File: src/verilog/pbls_defines.vh
/*
 * constants of the boot sequencer: register offsets, field positions,
 * reset values, image header layout and magic values.
 * assumes inclusion by bare name from the sequencer source.
 */
`ifndef PBLS_DEFINES_VH
`define PBLS_DEFINES_VH

// register word indexes on the axi4-lite port; byte address is four times the index
`define PBLS_OFF_STATUS 4'h0
`define PBLS_OFF_BOOTINFO 4'h1
`define PBLS_OFF_CPU2_START 4'h2
`define PBLS_OFF_SWSTATE 4'h3
`define PBLS_OFF_LASTLD 4'h4
`define PBLS_OFF_ENTRY 4'h5

// status register field positions
`define PBLS_ST_STATE_LSB 0
`define PBLS_ST_SLOT_LSB 4
`define PBLS_ST_TRIES_LSB 6
`define PBLS_ST_WARM_BIT 8
`define PBLS_ST_DONE_BIT 9
`define PBLS_ST_FAIL_BIT 10
`define PBLS_ST_FABRIC_BIT 11

// reset values
`define PBLS_RST_CPU2_START 32'h0000_0000
`define PBLS_RST_SWSTATE 32'h0000_0000
`define PBLS_RST_RESET_VEC 32'h0000_0000

// boot-source codes
`define PBLS_BSEL_RSVD 3'h0
`define PBLS_BSEL_FABRIC 3'h1

// image header layout, word indexes in the image and minimum length in bytes
`define PBLS_HDR_VALID_W 14'h0010
`define PBLS_HDR_LEN_W 14'h0011
`define PBLS_HDR_CSUM_W 14'h0012
`define PBLS_HDR_ENTRY_W 14'h0013
`define PBLS_HDR_MIN_LEN 16'h0054

// magic values and addresses
`define PBLS_VALID_WORD 32'h3130_5341
`define PBLS_SWSTATE_OK 32'h4953_5756
`define PBLS_OCRAM_BASE 32'hffff_0000
`define PBLS_FABRIC_ENTRY 32'h0000_0000
`define PBLS_CRC_POLY 32'h04c1_1db7
`define PBLS_CRC_INIT 32'hffff_ffff
`define PBLS_CRC_XOR 32'hffff_ffff

// on-chip ram sizes in bytes
`define PBLS_OCRAM_BYTES 32'h0001_0000
`define PBLS_WS_BYTES 32'h0000_1000
`define PBLS_MAX_IMG 16'hf000

`endif
File: src/verilog/pbls_boot_sequencer.v
/*
 * boot sequencer: captures straps, separates the two cpus, copies and
 * validates a second-stage image from flash into on-chip ram, retries
 * further slots, falls back to the fabric, and hands off.
 * assumes: single clock aclk, inputs synchronous to it, a flash port that
 * answers each held request with a one-cycle ack, and a write-only ram port.
 */
// Overview of operation
// RQ1: cpus start at the reset exception address
// RQ2: second cpu jumps to its start register
// RQ3: first cpu uses boot-source and clock-select
// RQ4: straps captured into boot info at reset
// RQ5: decode boot-source codes, pairs by voltage
// RQ6: flash boot copies image into ram
// RQ7: fabric boot waits for fabric user mode
// RQ8: cold fabric boot executes at address zero
// RQ9: cold flash tries four images, then fabric
// RQ10: warm boot reuses valid ram image
// RQ11: warm miss loads last image, retries, fabric
// RQ12: image valid only if header and crc
// RQ13: validation word must equal fixed magic
// RQ14: program length spans whole image with crc
// RQ15: header checksum covers bytes 0x40 to 0x49
// RQ16: top 4 KB reserved, image max 60 KB
// RQ17: workspace overwritten again on every reset
// RQ18: enable caches, units, watchdog, plls, muxing
// RQ19: image puts vectors at ram start
// RQ20: branch to image entry point when valid
// RQ21: crc-32 unreflected, preset ones, inverted
// RQ22: crc covers base up to crc word
// RQ23: second stage writes magic to state register
// RQ24: reserved code goes straight to fabric check
// RQ25: slots 0 to 3 retried with wrap
`default_nettype none
`include "pbls_defines.vh"

module pbls_boot_sequencer #(
  parameter SLOT_BYTES = 32'h0001_0000,
  parameter WS_WORDS = 1024
) (
  input wire aclk,
  input wire aresetn,
  input wire clk_en,
  input wire s_axi_awvalid,
  output wire s_axi_awready,
  input wire [31:0] s_axi_awaddr,
  input wire s_axi_wvalid,
  output wire s_axi_wready,
  input wire [31:0] s_axi_wdata,
  input wire [3:0] s_axi_wstrb,
  output reg s_axi_bvalid_ff,
  input wire s_axi_bready,
  output reg [1:0] s_axi_bresp_ff,
  input wire s_axi_arvalid,
  output wire s_axi_arready,
  input wire [31:0] s_axi_araddr,
  output reg s_axi_rvalid_ff,
  input wire s_axi_rready,
  output reg [31:0] s_axi_rdata_ff,
  output reg [1:0] s_axi_rresp_ff,
  input wire [2:0] bsel_strap,
  input wire [1:0] csel_strap,
  input wire warm_boot_req,
  input wire second_cpu_reset_exit,
  input wire fabric_user_mode,
  output reg flash_req_ff,
  output reg [31:0] flash_addr_ff,
  input wire flash_ack,
  input wire [31:0] flash_rdata,
  output reg ocram_we_ff,
  output reg [13:0] ocram_addr_ff,
  output reg [31:0] ocram_wdata_ff,
  output reg [31:0] first_cpu_pc_ff,
  output reg first_cpu_go_ff,
  output reg [31:0] second_cpu_pc_ff,
  output reg second_cpu_go_ff,
  output reg icache_en_ff,
  output reg bpred_en_ff,
  output reg fpu_en_ff,
  output reg wdog0_start_ff,
  output reg [1:0] pll_csel_ff,
  output reg [2:0] iomux_bsel_ff,
  output reg flash_init_ff
);

  localparam S_IDLE = 4'h0, S_CLEAR = 4'h1, S_DISPATCH = 4'h2, S_LOAD = 4'h3, S_NEXT = 4'h4;
  localparam S_FABRIC = 4'h5, S_HANDOFF = 4'h6, S_DONE = 4'h7, S_FAIL = 4'h8;
  localparam [13:0] WS_FIRST = 14'h3fff - WS_WORDS[13:0] + 14'h0001;

  // one unreflected crc-32 step over a word, msb first
  function [31:0] crc_word;
    input [31:0] crc;
    input [31:0] d;
    integer i;
    reg [31:0] c;
    begin
      c = crc;
      for (i = 31; i >= 0; i = i - 1) begin
        c = {c[30:0], 1'b0} ^ ((c[31] ^ d[i]) ? `PBLS_CRC_POLY : 32'h0000_0000);
      end
      crc_word = c;
    end
  endfunction

  reg [3:0] state_ff, aw_idx_ff, wstrb_ff;
  reg capture_pend_ff, warm_ff, fabric_fb_ff, aw_ok_ff, w_ok_ff, aw_map_ff;
  reg [2:0] bsel_ff;
  reg [1:0] csel_ff, slot_ff, tries_ff, lastld_ff;
  reg [13:0] word_ff;
  reg [15:0] len_ff, csum_ff;
  reg [31:0] crc_ff, entry_ff, img_entry_ff, cpu2_start_ff, swstate_ff, wdata_ff;
  wire [13:0] last_word = len_ff[15:2] - 14'h0001;
  wire [15:0] byte_sum = {8'h00, flash_rdata[7:0]} + {8'h00, flash_rdata[15:8]} +
    {8'h00, flash_rdata[23:16]} + {8'h00, flash_rdata[31:24]};
  wire [15:0] low_sum = {8'h00, flash_rdata[7:0]} + {8'h00, flash_rdata[15:8]};
  wire is_flash = (bsel_ff != `PBLS_BSEL_RSVD) && (bsel_ff != `PBLS_BSEL_FABRIC);
  wire got = flash_req_ff && flash_ack;
  wire wr_fire = aw_ok_ff && w_ok_ff && !s_axi_bvalid_ff;
  wire dev_lastld = (state_ff == S_LOAD) && got && (word_ff == last_word) && (word_ff > `PBLS_HDR_ENTRY_W);
  // header and image checks on the word just returned
  reg bad_word;
  always @* begin
    bad_word = 1'b0;
    if (word_ff == `PBLS_HDR_VALID_W) begin
      bad_word = (flash_rdata != `PBLS_VALID_WORD); // [RQ13] [RQ12]
    end else if (word_ff == `PBLS_HDR_LEN_W) begin
      bad_word = (flash_rdata[17:16] != 2'b00) || (flash_rdata[31:16] < `PBLS_HDR_MIN_LEN) ||
        (flash_rdata[31:16] > `PBLS_MAX_IMG); // [RQ14] [RQ16]
    end else if (word_ff == `PBLS_HDR_CSUM_W) begin
      bad_word = (csum_ff + low_sum != flash_rdata[31:16]); // [RQ15]
    end else if (word_ff > `PBLS_HDR_ENTRY_W && word_ff == last_word) begin
      bad_word = ((crc_ff ^ `PBLS_CRC_XOR) != flash_rdata); // [RQ21] [RQ12]
    end
  end
  // axi write channels are taken independently, in either order
  assign s_axi_awready = !aw_ok_ff;
  assign s_axi_wready = !w_ok_ff;
  assign s_axi_arready = !s_axi_rvalid_ff;
  // axi4-lite write path
  always @(posedge aclk) begin
    if (!aresetn) begin
      aw_ok_ff <= 1'b0;
      w_ok_ff <= 1'b0;
      aw_idx_ff <= 4'h0;
      aw_map_ff <= 1'b0;
      wdata_ff <= 32'h0000_0000;
      wstrb_ff <= 4'h0;
      s_axi_bvalid_ff <= 1'b0;
      s_axi_bresp_ff <= 2'b00;
    end else if (clk_en) begin
      if (s_axi_awvalid && !aw_ok_ff) begin
        aw_ok_ff <= 1'b1;
        aw_idx_ff <= s_axi_awaddr[5:2];
        aw_map_ff <= (s_axi_awaddr[31:6] == 26'h0000000);
      end
      if (s_axi_wvalid && !w_ok_ff) begin
        w_ok_ff <= 1'b1;
        wdata_ff <= s_axi_wdata;
        wstrb_ff <= s_axi_wstrb;
      end
      if (wr_fire) begin
        aw_ok_ff <= 1'b0;
        w_ok_ff <= 1'b0;
        s_axi_bvalid_ff <= 1'b1;
        s_axi_bresp_ff <= (aw_map_ff && aw_idx_ff <= `PBLS_OFF_ENTRY) ? 2'b00 : 2'b10;
      end else if (s_axi_bvalid_ff && s_axi_bready) begin
        s_axi_bvalid_ff <= 1'b0;
      end
    end
  end

  // software-writable registers; the device update of last-loaded wins
  integer b;
  always @(posedge aclk) begin
    if (!aresetn) begin
      cpu2_start_ff <= `PBLS_RST_CPU2_START;
      swstate_ff <= `PBLS_RST_SWSTATE;
      lastld_ff <= 2'b00;
    end else if (clk_en) begin
      if (wr_fire && aw_map_ff) begin
        for (b = 0; b < 4; b = b + 1) begin
          if (wstrb_ff[b] && aw_idx_ff == `PBLS_OFF_CPU2_START) begin
            cpu2_start_ff[8*b +: 8] <= wdata_ff[8*b +: 8];
          end
          if (wstrb_ff[b] && aw_idx_ff == `PBLS_OFF_SWSTATE) begin
            swstate_ff[8*b +: 8] <= wdata_ff[8*b +: 8]; // [RQ23]
          end
        end
        if (wstrb_ff[0] && aw_idx_ff == `PBLS_OFF_LASTLD) begin
          lastld_ff <= wdata_ff[1:0];
        end
      end
      if (dev_lastld && !bad_word) begin
        lastld_ff <= slot_ff;
      end
    end
  end

  // axi4-lite read path, one cycle after the address is taken
  always @(posedge aclk) begin
    if (!aresetn) begin
      s_axi_rvalid_ff <= 1'b0;
      s_axi_rdata_ff <= 32'h0000_0000;
      s_axi_rresp_ff <= 2'b00;
    end else if (clk_en) begin
      if (s_axi_arvalid && !s_axi_rvalid_ff) begin
        s_axi_rvalid_ff <= 1'b1;
        s_axi_rresp_ff <= 2'b00;
        s_axi_rdata_ff <= 32'h0000_0000;
        if (s_axi_araddr[31:6] != 26'h0000000 || s_axi_araddr[5:2] > `PBLS_OFF_ENTRY) begin
          s_axi_rresp_ff <= 2'b10;
        end else begin
          case (s_axi_araddr[5:2])
            `PBLS_OFF_STATUS: begin
              s_axi_rdata_ff <= {20'h00000, fabric_fb_ff, state_ff == S_FAIL, state_ff == S_DONE,
                warm_ff, tries_ff, slot_ff, state_ff};
            end
            `PBLS_OFF_BOOTINFO: s_axi_rdata_ff <= {27'h0000000, csel_ff, bsel_ff}; // [RQ3]
            `PBLS_OFF_CPU2_START: s_axi_rdata_ff <= cpu2_start_ff;
            `PBLS_OFF_SWSTATE: s_axi_rdata_ff <= swstate_ff;
            `PBLS_OFF_LASTLD: s_axi_rdata_ff <= {30'h00000000, lastld_ff};
            default: s_axi_rdata_ff <= entry_ff;
          endcase
        end
      end else if (s_axi_rvalid_ff && s_axi_rready) begin
        s_axi_rvalid_ff <= 1'b0;
      end
    end
  end

  // second cpu goes straight to its programmed start address
  always @(posedge aclk) begin
    if (!aresetn) begin
      second_cpu_pc_ff <= `PBLS_RST_RESET_VEC; // [RQ1]
      second_cpu_go_ff <= 1'b0;
    end else if (clk_en) begin
      second_cpu_go_ff <= 1'b0;
      if (second_cpu_reset_exit) begin
        second_cpu_pc_ff <= cpu2_start_ff; // [RQ2]
        second_cpu_go_ff <= 1'b1;
      end
    end
  end

  // main boot sequence for the first cpu
  always @(posedge aclk) begin
    if (!aresetn) begin
      state_ff <= S_IDLE;
      capture_pend_ff <= 1'b1;
      warm_ff <= 1'b0;
      fabric_fb_ff <= 1'b0;
      bsel_ff <= 3'h0;
      csel_ff <= 2'h0;
      slot_ff <= 2'h0;
      tries_ff <= 2'h0;
      word_ff <= 14'h0000;
      len_ff <= 16'h0000;
      csum_ff <= 16'h0000;
      crc_ff <= `PBLS_CRC_INIT;
      entry_ff <= `PBLS_RST_RESET_VEC;
      img_entry_ff <= 32'h0000_0000;
      flash_req_ff <= 1'b0;
      flash_addr_ff <= 32'h0000_0000;
      ocram_we_ff <= 1'b0;
      ocram_addr_ff <= 14'h0000;
      ocram_wdata_ff <= 32'h0000_0000;
      first_cpu_pc_ff <= `PBLS_RST_RESET_VEC; // [RQ1]
      first_cpu_go_ff <= 1'b0;
      icache_en_ff <= 1'b0;
      bpred_en_ff <= 1'b0;
      fpu_en_ff <= 1'b0;
      wdog0_start_ff <= 1'b0;
      pll_csel_ff <= 2'h0;
      iomux_bsel_ff <= 3'h0;
      flash_init_ff <= 1'b0;
    end else if (clk_en) begin
      ocram_we_ff <= 1'b0;
      flash_init_ff <= 1'b0;
      wdog0_start_ff <= 1'b0;
      if (warm_boot_req) begin
        // warm restart keeps software registers and the last entry
        state_ff <= S_IDLE;
        capture_pend_ff <= 1'b1;
        warm_ff <= 1'b1;
        flash_req_ff <= 1'b0;
        first_cpu_go_ff <= 1'b0;
        first_cpu_pc_ff <= `PBLS_RST_RESET_VEC; // [RQ1]
      end else begin
        case (state_ff)
          S_IDLE: begin
            if (capture_pend_ff) begin
              bsel_ff <= bsel_strap; // [RQ4]
              csel_ff <= csel_strap; // [RQ4]
              capture_pend_ff <= 1'b0;
              fabric_fb_ff <= 1'b0;
              ocram_addr_ff <= WS_FIRST;
              state_ff <= S_CLEAR;
            end
          end
          S_CLEAR: begin
            ocram_we_ff <= 1'b1; // [RQ17]
            ocram_wdata_ff <= 32'h0000_0000;
            if (ocram_we_ff) begin
              ocram_addr_ff <= ocram_addr_ff + 14'h0001;
            end
            if (ocram_we_ff && ocram_addr_ff == 14'h3fff) begin
              ocram_we_ff <= 1'b0;
              state_ff <= S_DISPATCH;
            end
          end
          S_DISPATCH: begin
            pll_csel_ff <= csel_ff; // [RQ18] [RQ3]
            iomux_bsel_ff <= bsel_ff; // [RQ18] [RQ3]
            tries_ff <= 2'h0;
            word_ff <= 14'h0000;
            crc_ff <= `PBLS_CRC_INIT;
            csum_ff <= 16'h0000;
            slot_ff <= warm_ff ? lastld_ff : 2'h0; // [RQ11] [RQ9]
            if (bsel_ff == `PBLS_BSEL_FABRIC) begin
              state_ff <= S_FABRIC; // [RQ5] [RQ7]
            end else if (bsel_ff == `PBLS_BSEL_RSVD) begin
              fabric_fb_ff <= 1'b1;
              state_ff <= S_FABRIC; // [RQ24]
            end else if (warm_ff && swstate_ff == `PBLS_SWSTATE_OK) begin
              state_ff <= S_HANDOFF; // [RQ10]
            end else begin
              flash_init_ff <= is_flash; // [RQ18] [RQ5]
              state_ff <= S_LOAD;
            end
          end
          S_LOAD: begin
            if (!flash_req_ff) begin
              flash_req_ff <= 1'b1;
              flash_addr_ff <= ({30'h00000000, slot_ff} * SLOT_BYTES) + {16'h0000, word_ff, 2'b00};
            end else if (flash_ack) begin
              flash_req_ff <= 1'b0;
              ocram_we_ff <= 1'b1; // [RQ6]
              ocram_addr_ff <= word_ff;
              ocram_wdata_ff <= flash_rdata;
              word_ff <= word_ff + 14'h0001;
              if (word_ff == `PBLS_HDR_VALID_W) begin
                csum_ff <= byte_sum;
              end else if (word_ff == `PBLS_HDR_LEN_W) begin
                csum_ff <= csum_ff + byte_sum;
                len_ff <= flash_rdata[31:16]; // [RQ14]
              end else if (word_ff == `PBLS_HDR_ENTRY_W) begin
                img_entry_ff <= flash_rdata;
              end
              if (word_ff != last_word || word_ff <= `PBLS_HDR_ENTRY_W) begin
                crc_ff <= crc_word(crc_ff, flash_rdata); // [RQ22]
              end
              if (bad_word) begin
                state_ff <= S_NEXT; // [RQ12]
              end else if (dev_lastld) begin
                entry_ff <= img_entry_ff; // [RQ20]
                state_ff <= S_HANDOFF;
              end
            end
          end
          S_NEXT: begin
            word_ff <= 14'h0000;
            crc_ff <= `PBLS_CRC_INIT;
            csum_ff <= 16'h0000;
            if (tries_ff == 2'h3) begin
              fabric_fb_ff <= 1'b1;
              state_ff <= S_FABRIC; // [RQ9] [RQ11]
            end else begin
              tries_ff <= tries_ff + 2'h1;
              slot_ff <= slot_ff + 2'h1; // [RQ25]
              state_ff <= S_LOAD;
            end
          end
          S_FABRIC: begin
            if (fabric_user_mode) begin
              entry_ff <= `PBLS_FABRIC_ENTRY; // [RQ8] [RQ7]
              state_ff <= S_HANDOFF;
            end else if (fabric_fb_ff) begin
              state_ff <= S_FAIL;
            end
          end
          S_HANDOFF: begin
            icache_en_ff <= 1'b1; // [RQ18]
            bpred_en_ff <= 1'b1;
            fpu_en_ff <= 1'b1;
            wdog0_start_ff <= 1'b1;
            first_cpu_pc_ff <= entry_ff; // [RQ20] [RQ10]
            first_cpu_go_ff <= 1'b1;
            state_ff <= S_DONE;
          end
          S_DONE: state_ff <= S_DONE;
          S_FAIL: state_ff <= S_FAIL;
          default: state_ff <= S_IDLE;
        endcase
      end
    end
  end
endmodule
`default_nettype wire

File: config.mk
export PLATFORM = sky130hd
export DESIGN_NAME = pbls_boot_sequencer
export DESIGN_NICKNAME = d
export VERILOG_FILES = /design/src/verilog/pbls_boot_sequencer.v
export VERILOG_INCLUDE_DIRS = /design/src /design/src/verilog
export SDC_FILE = /design/constraint.sdc
export NUM_CORES = 1
export LEC_CHECK = 0
export ABC_AREA = 1
export BUFFER_PORTS_ARGS = -buffer_cell sky130_fd_sc_hd__buf_2
export CAP_MARGIN = 10
export CORE_ASPECT_RATIO = 1.75
export CORE_UTILIZATION = 51
export CTS_CLUSTER_DIAMETER = 50
export DETAILED_ROUTE_END_ITERATION = 8
export PLACE_DENSITY = 0.72
export SETUP_SLACK_MARGIN = 0.2
export SYNTH_ARGS = -nofsm -noshare
export SYNTH_HDL_FRONTEND = slang
export SYNTH_SLANG_ARGS = --single-unit
File: constraint.sdc
create_clock -name aclk -period 6.3 [get_ports aclk]
set_input_delay 0.945 -clock aclk [delete_from_list [all_inputs] [get_ports aclk]]
set_output_delay 0.945 -clock aclk [all_outputs]
set_load 0.02 [all_outputs]
==> impl_metrics.ini <==
[timing]
fmax_mhz = 190.5
holdWs_ns = 0.4604
fin_tns_setup_ns = 0
relSlewSlack = 0.2411
period_minus_slack_ns = 5.250
finalSetupViolCount = 0
setup_slack_ns = 1.050
finalHoldViolations = 0
tightest_slew_ns = 1.131
clock_skew_ns = 0.03002
rsz0062_at_grt = false
fin_crit_sh = 0.8334
slew_viol_final = 0

[power_and_ir_drop]
power_leakage_nw = 13.14
finalPower_w = 0.01148
ir_drop_mv = 0.3791
p_per_area_nw_per_um2 = 396.4

[floorplan]
initial_core_util = 0.5174
die_x_microns = 170.3
io_pins = 346
core_sq_um = 48870
die_h_microns = 296.5
fp-row-count = 107
die_area_sq_um = 50500

[drt]
ant_nets = 0
drtPass1Iterations = 6
wirelength_microns = 99990
drt_iter0_markers = 2314
drcViolationCount = 0
drt-wirelength-per-cell_microns = 21.45
vias = 26473
vias_per_cell = 5.678

[min_path]
min_from = ocram_wdata_ff[1]$_SDFFE_PN0P_
hold_class = reg2reg

[global_routing]
grt_usage = 0.3885
grt_max_degree = 154
grt_first_pass_wirelength_microns = 145500
grt.overflow.total = 0
grt_pass1_vias = 24903
antenna_found_initial = 5

[critical_path]
critPathBufInv = 4
cpMaxStageDelayCell = fa_1
cp.arrival_ns = 5.71
worstPathRequired_ns = 6.76
crit_type = in2reg
crit_start = flash_rdata[8]
cp-end-kind = flip-flop
crit-reg2reg-launch = state_ff[1]$_SDFFE_PN0P_
cpMostUsedCell = nand2_1
cp_max_fo = 5
crit_family = adder cells
worstSetupStartpointType = input pin
critPathMaxStageDelay_ns = 0.49

[final_layout]
drive_gt1_frac = 0.1531
num-fill-cells = 4819
fin_nets = 4176
areaGrowthSynthToFinish_pct = 14.59

[synthesis]
synth_mux_area_frac = 0
synth.most_common_cell = nand2_1
synth.top_cell.area_share = 0.3476
synth_fa_ha_area_frac = 0.03177
synth_compound_area_frac = 0.1629
netlist_instances = 3717
synth_top_family_by_area = simple AND/OR/NAND/NOR gates
synth-seq-cells = 439
synth_ff_type = dfxtp_1
synthArstFlopShare = 0
yosysWarnings = 0
netlist_area_sq_um = 25280
synth-edff-count = 0
yosysUniqueCellTypes = 57
synth_commonest_cells = nand2_1 (887), dfxtp_1 (439), a21oi_1 (366)
synth.area.top_cells = dfxtp_1 (35%), nand2_1 (13%), a21oi_1 (7.2%), nand3_1 (5.6%), inv_1 (5.0%)
yosys.area_share.xor_xnor = 0.06290
avgSynthCellArea_sq_um = 6.802
yosys.area.top_type = dfxtp_1
ys_seq_area_frac = 0.3476
synthSimpleGateAreaFrac = 0.3099

[clock_tree]
cts_buffers = 44
clockBufferDepth = 3
cts-root-buf = clkbuf_16
cts_resized = 0
clk_pin_slew_worst_paths_ns = 0.07
htree_levels = 2
cts_setup_buffers = 0
cts_tree = yes
insertion_delay_ns = 0.58
ctsHoldBuffers = 0
cts.sinks = 439

[placed_design]
dp_hpwl_microns = 76550
portBuffers = 323
gp_congestion = 1.046
pre_cts_ws_ns = 0.5566

[job]
cap_violations = 0

[status]
status = complete, no violations
placed cells by master (no fill, tap or decap), types with 36 or more instances in the layout:
master	synthesis	routed
nand4_1	55	55
ha_1	45	45
nor4_1	37	36
clkbuf_16	0	44
a21oi_1	366	366
nor2_1	292	288
a211oi_1	39	39
buf_2	5	322
xor2_1	122	122
xnor2_1	54	54
nand3_1	285	285
nand2_1	887	887
inv_1	334	334
dfxtp_1	439	439
o21ai_0	231	231
nor3_1	37	37
nand2_2	81	81
routing by layer:
metal  global-route usage  vias up  share of wire
li1                     -    12765              -
met1               0.3600    12117           0.33
met2               0.6942     1150           0.49
met3              0.06852      439          0.065
met4               0.4058        2           0.12
met5                    0        -        0.00010
worst register-to-register path, cell delays in order (launching register included):
cell	delay, ns
dfxtp_1	0.43
nor2_1	0.17
inv_1	0.09
nor2_1	0.41
nor2_1	0.12
buf_4	0.25
inv_1	0.51
nand2_1	0.27
nand2_2	0.30
nand2_1	0.59
inv_1	0.68
nand3_1	0.52
nand2_1	0.17
kinds of logic after synthesis:
logic type | after synthesis
and+or+nand+nor | 1750
AOI/OAI and AO/OA | 745
buffers and inverters | 546
DFF | 439
xor gates and xnor gates | 179
adders and majority gates | 57
other | 1
worst paths after layout:
| check | slack [ns] | to | depth (start not counted) |
|---|---|---|---|
| setup / recovery | 1.05 | csum_ff[14]$_SDFFE_PN0P_ | 27 |
| hold / removal | 0.46 | ocram_wdata_ff[1]$_SDFFE_PN0P_ | 2 |
| setup reg to reg | 1.72 | crc_ff[26]$_SDFFE_PN1P_ | 12 |
| hold reg to reg | 0.46 | ocram_wdata_ff[1]$_SDFFE_PN0P_ | 2 |
per-stage QoR:
step	util	area, sq um	instances
4_1_cts	0.5927	28960	4658
3_5_place_dp	0.5612	27430	4578
6_report	0.5929	28970	4662
2_1_floorplan	-	25350	3734
3_3_place_gp	0.5612	27430	4578
5_1_grt	0.5928	28970	4660
power breakdown:
group	switching [W]	total (W)	internal (W)
logic	0.00391	0.00570	0.00179
registers	0.000112	0.00297	0.00286
clock network	0.00125	0.00281	0.00157
state kept, by name, summed over array words and instances (netlist names), 3 cells and up:
signal and flops:
ocram_addr_ff 14, cpu2_start_ff 32, s_axi_rdata_ff 32, ocram_wdata_ff 32, word_ff 14, wdata_ff 32, entry_ff 32, aw_idx_ff 4
len_ff 14, img_entry_ff 32, first_cpu_pc_ff 32, crc_ff 32, wstrb_ff 4, second_cpu_pc_ff 32, flash_addr_ff 16, bsel_ff 3
csum_ff 16, state_ff 4, swstate_ff 32, iomux_bsel_ff 3
layout make-up:
type                    instances  area (sq um)  area share
multi-input cells            2749         14450      0.4987
flip-flops and latches        439          8788      0.3033
repair buffers                359          1939     0.06694
inverters                     377          1430     0.04936
clock buffers                  55          1212     0.04185
well taps                     654         818.3     0.02824
clock inverters                25         324.1     0.01119
diodes                          4         10.01   0.0003455
No activity file was read; power rests on OpenSTA's default activity.
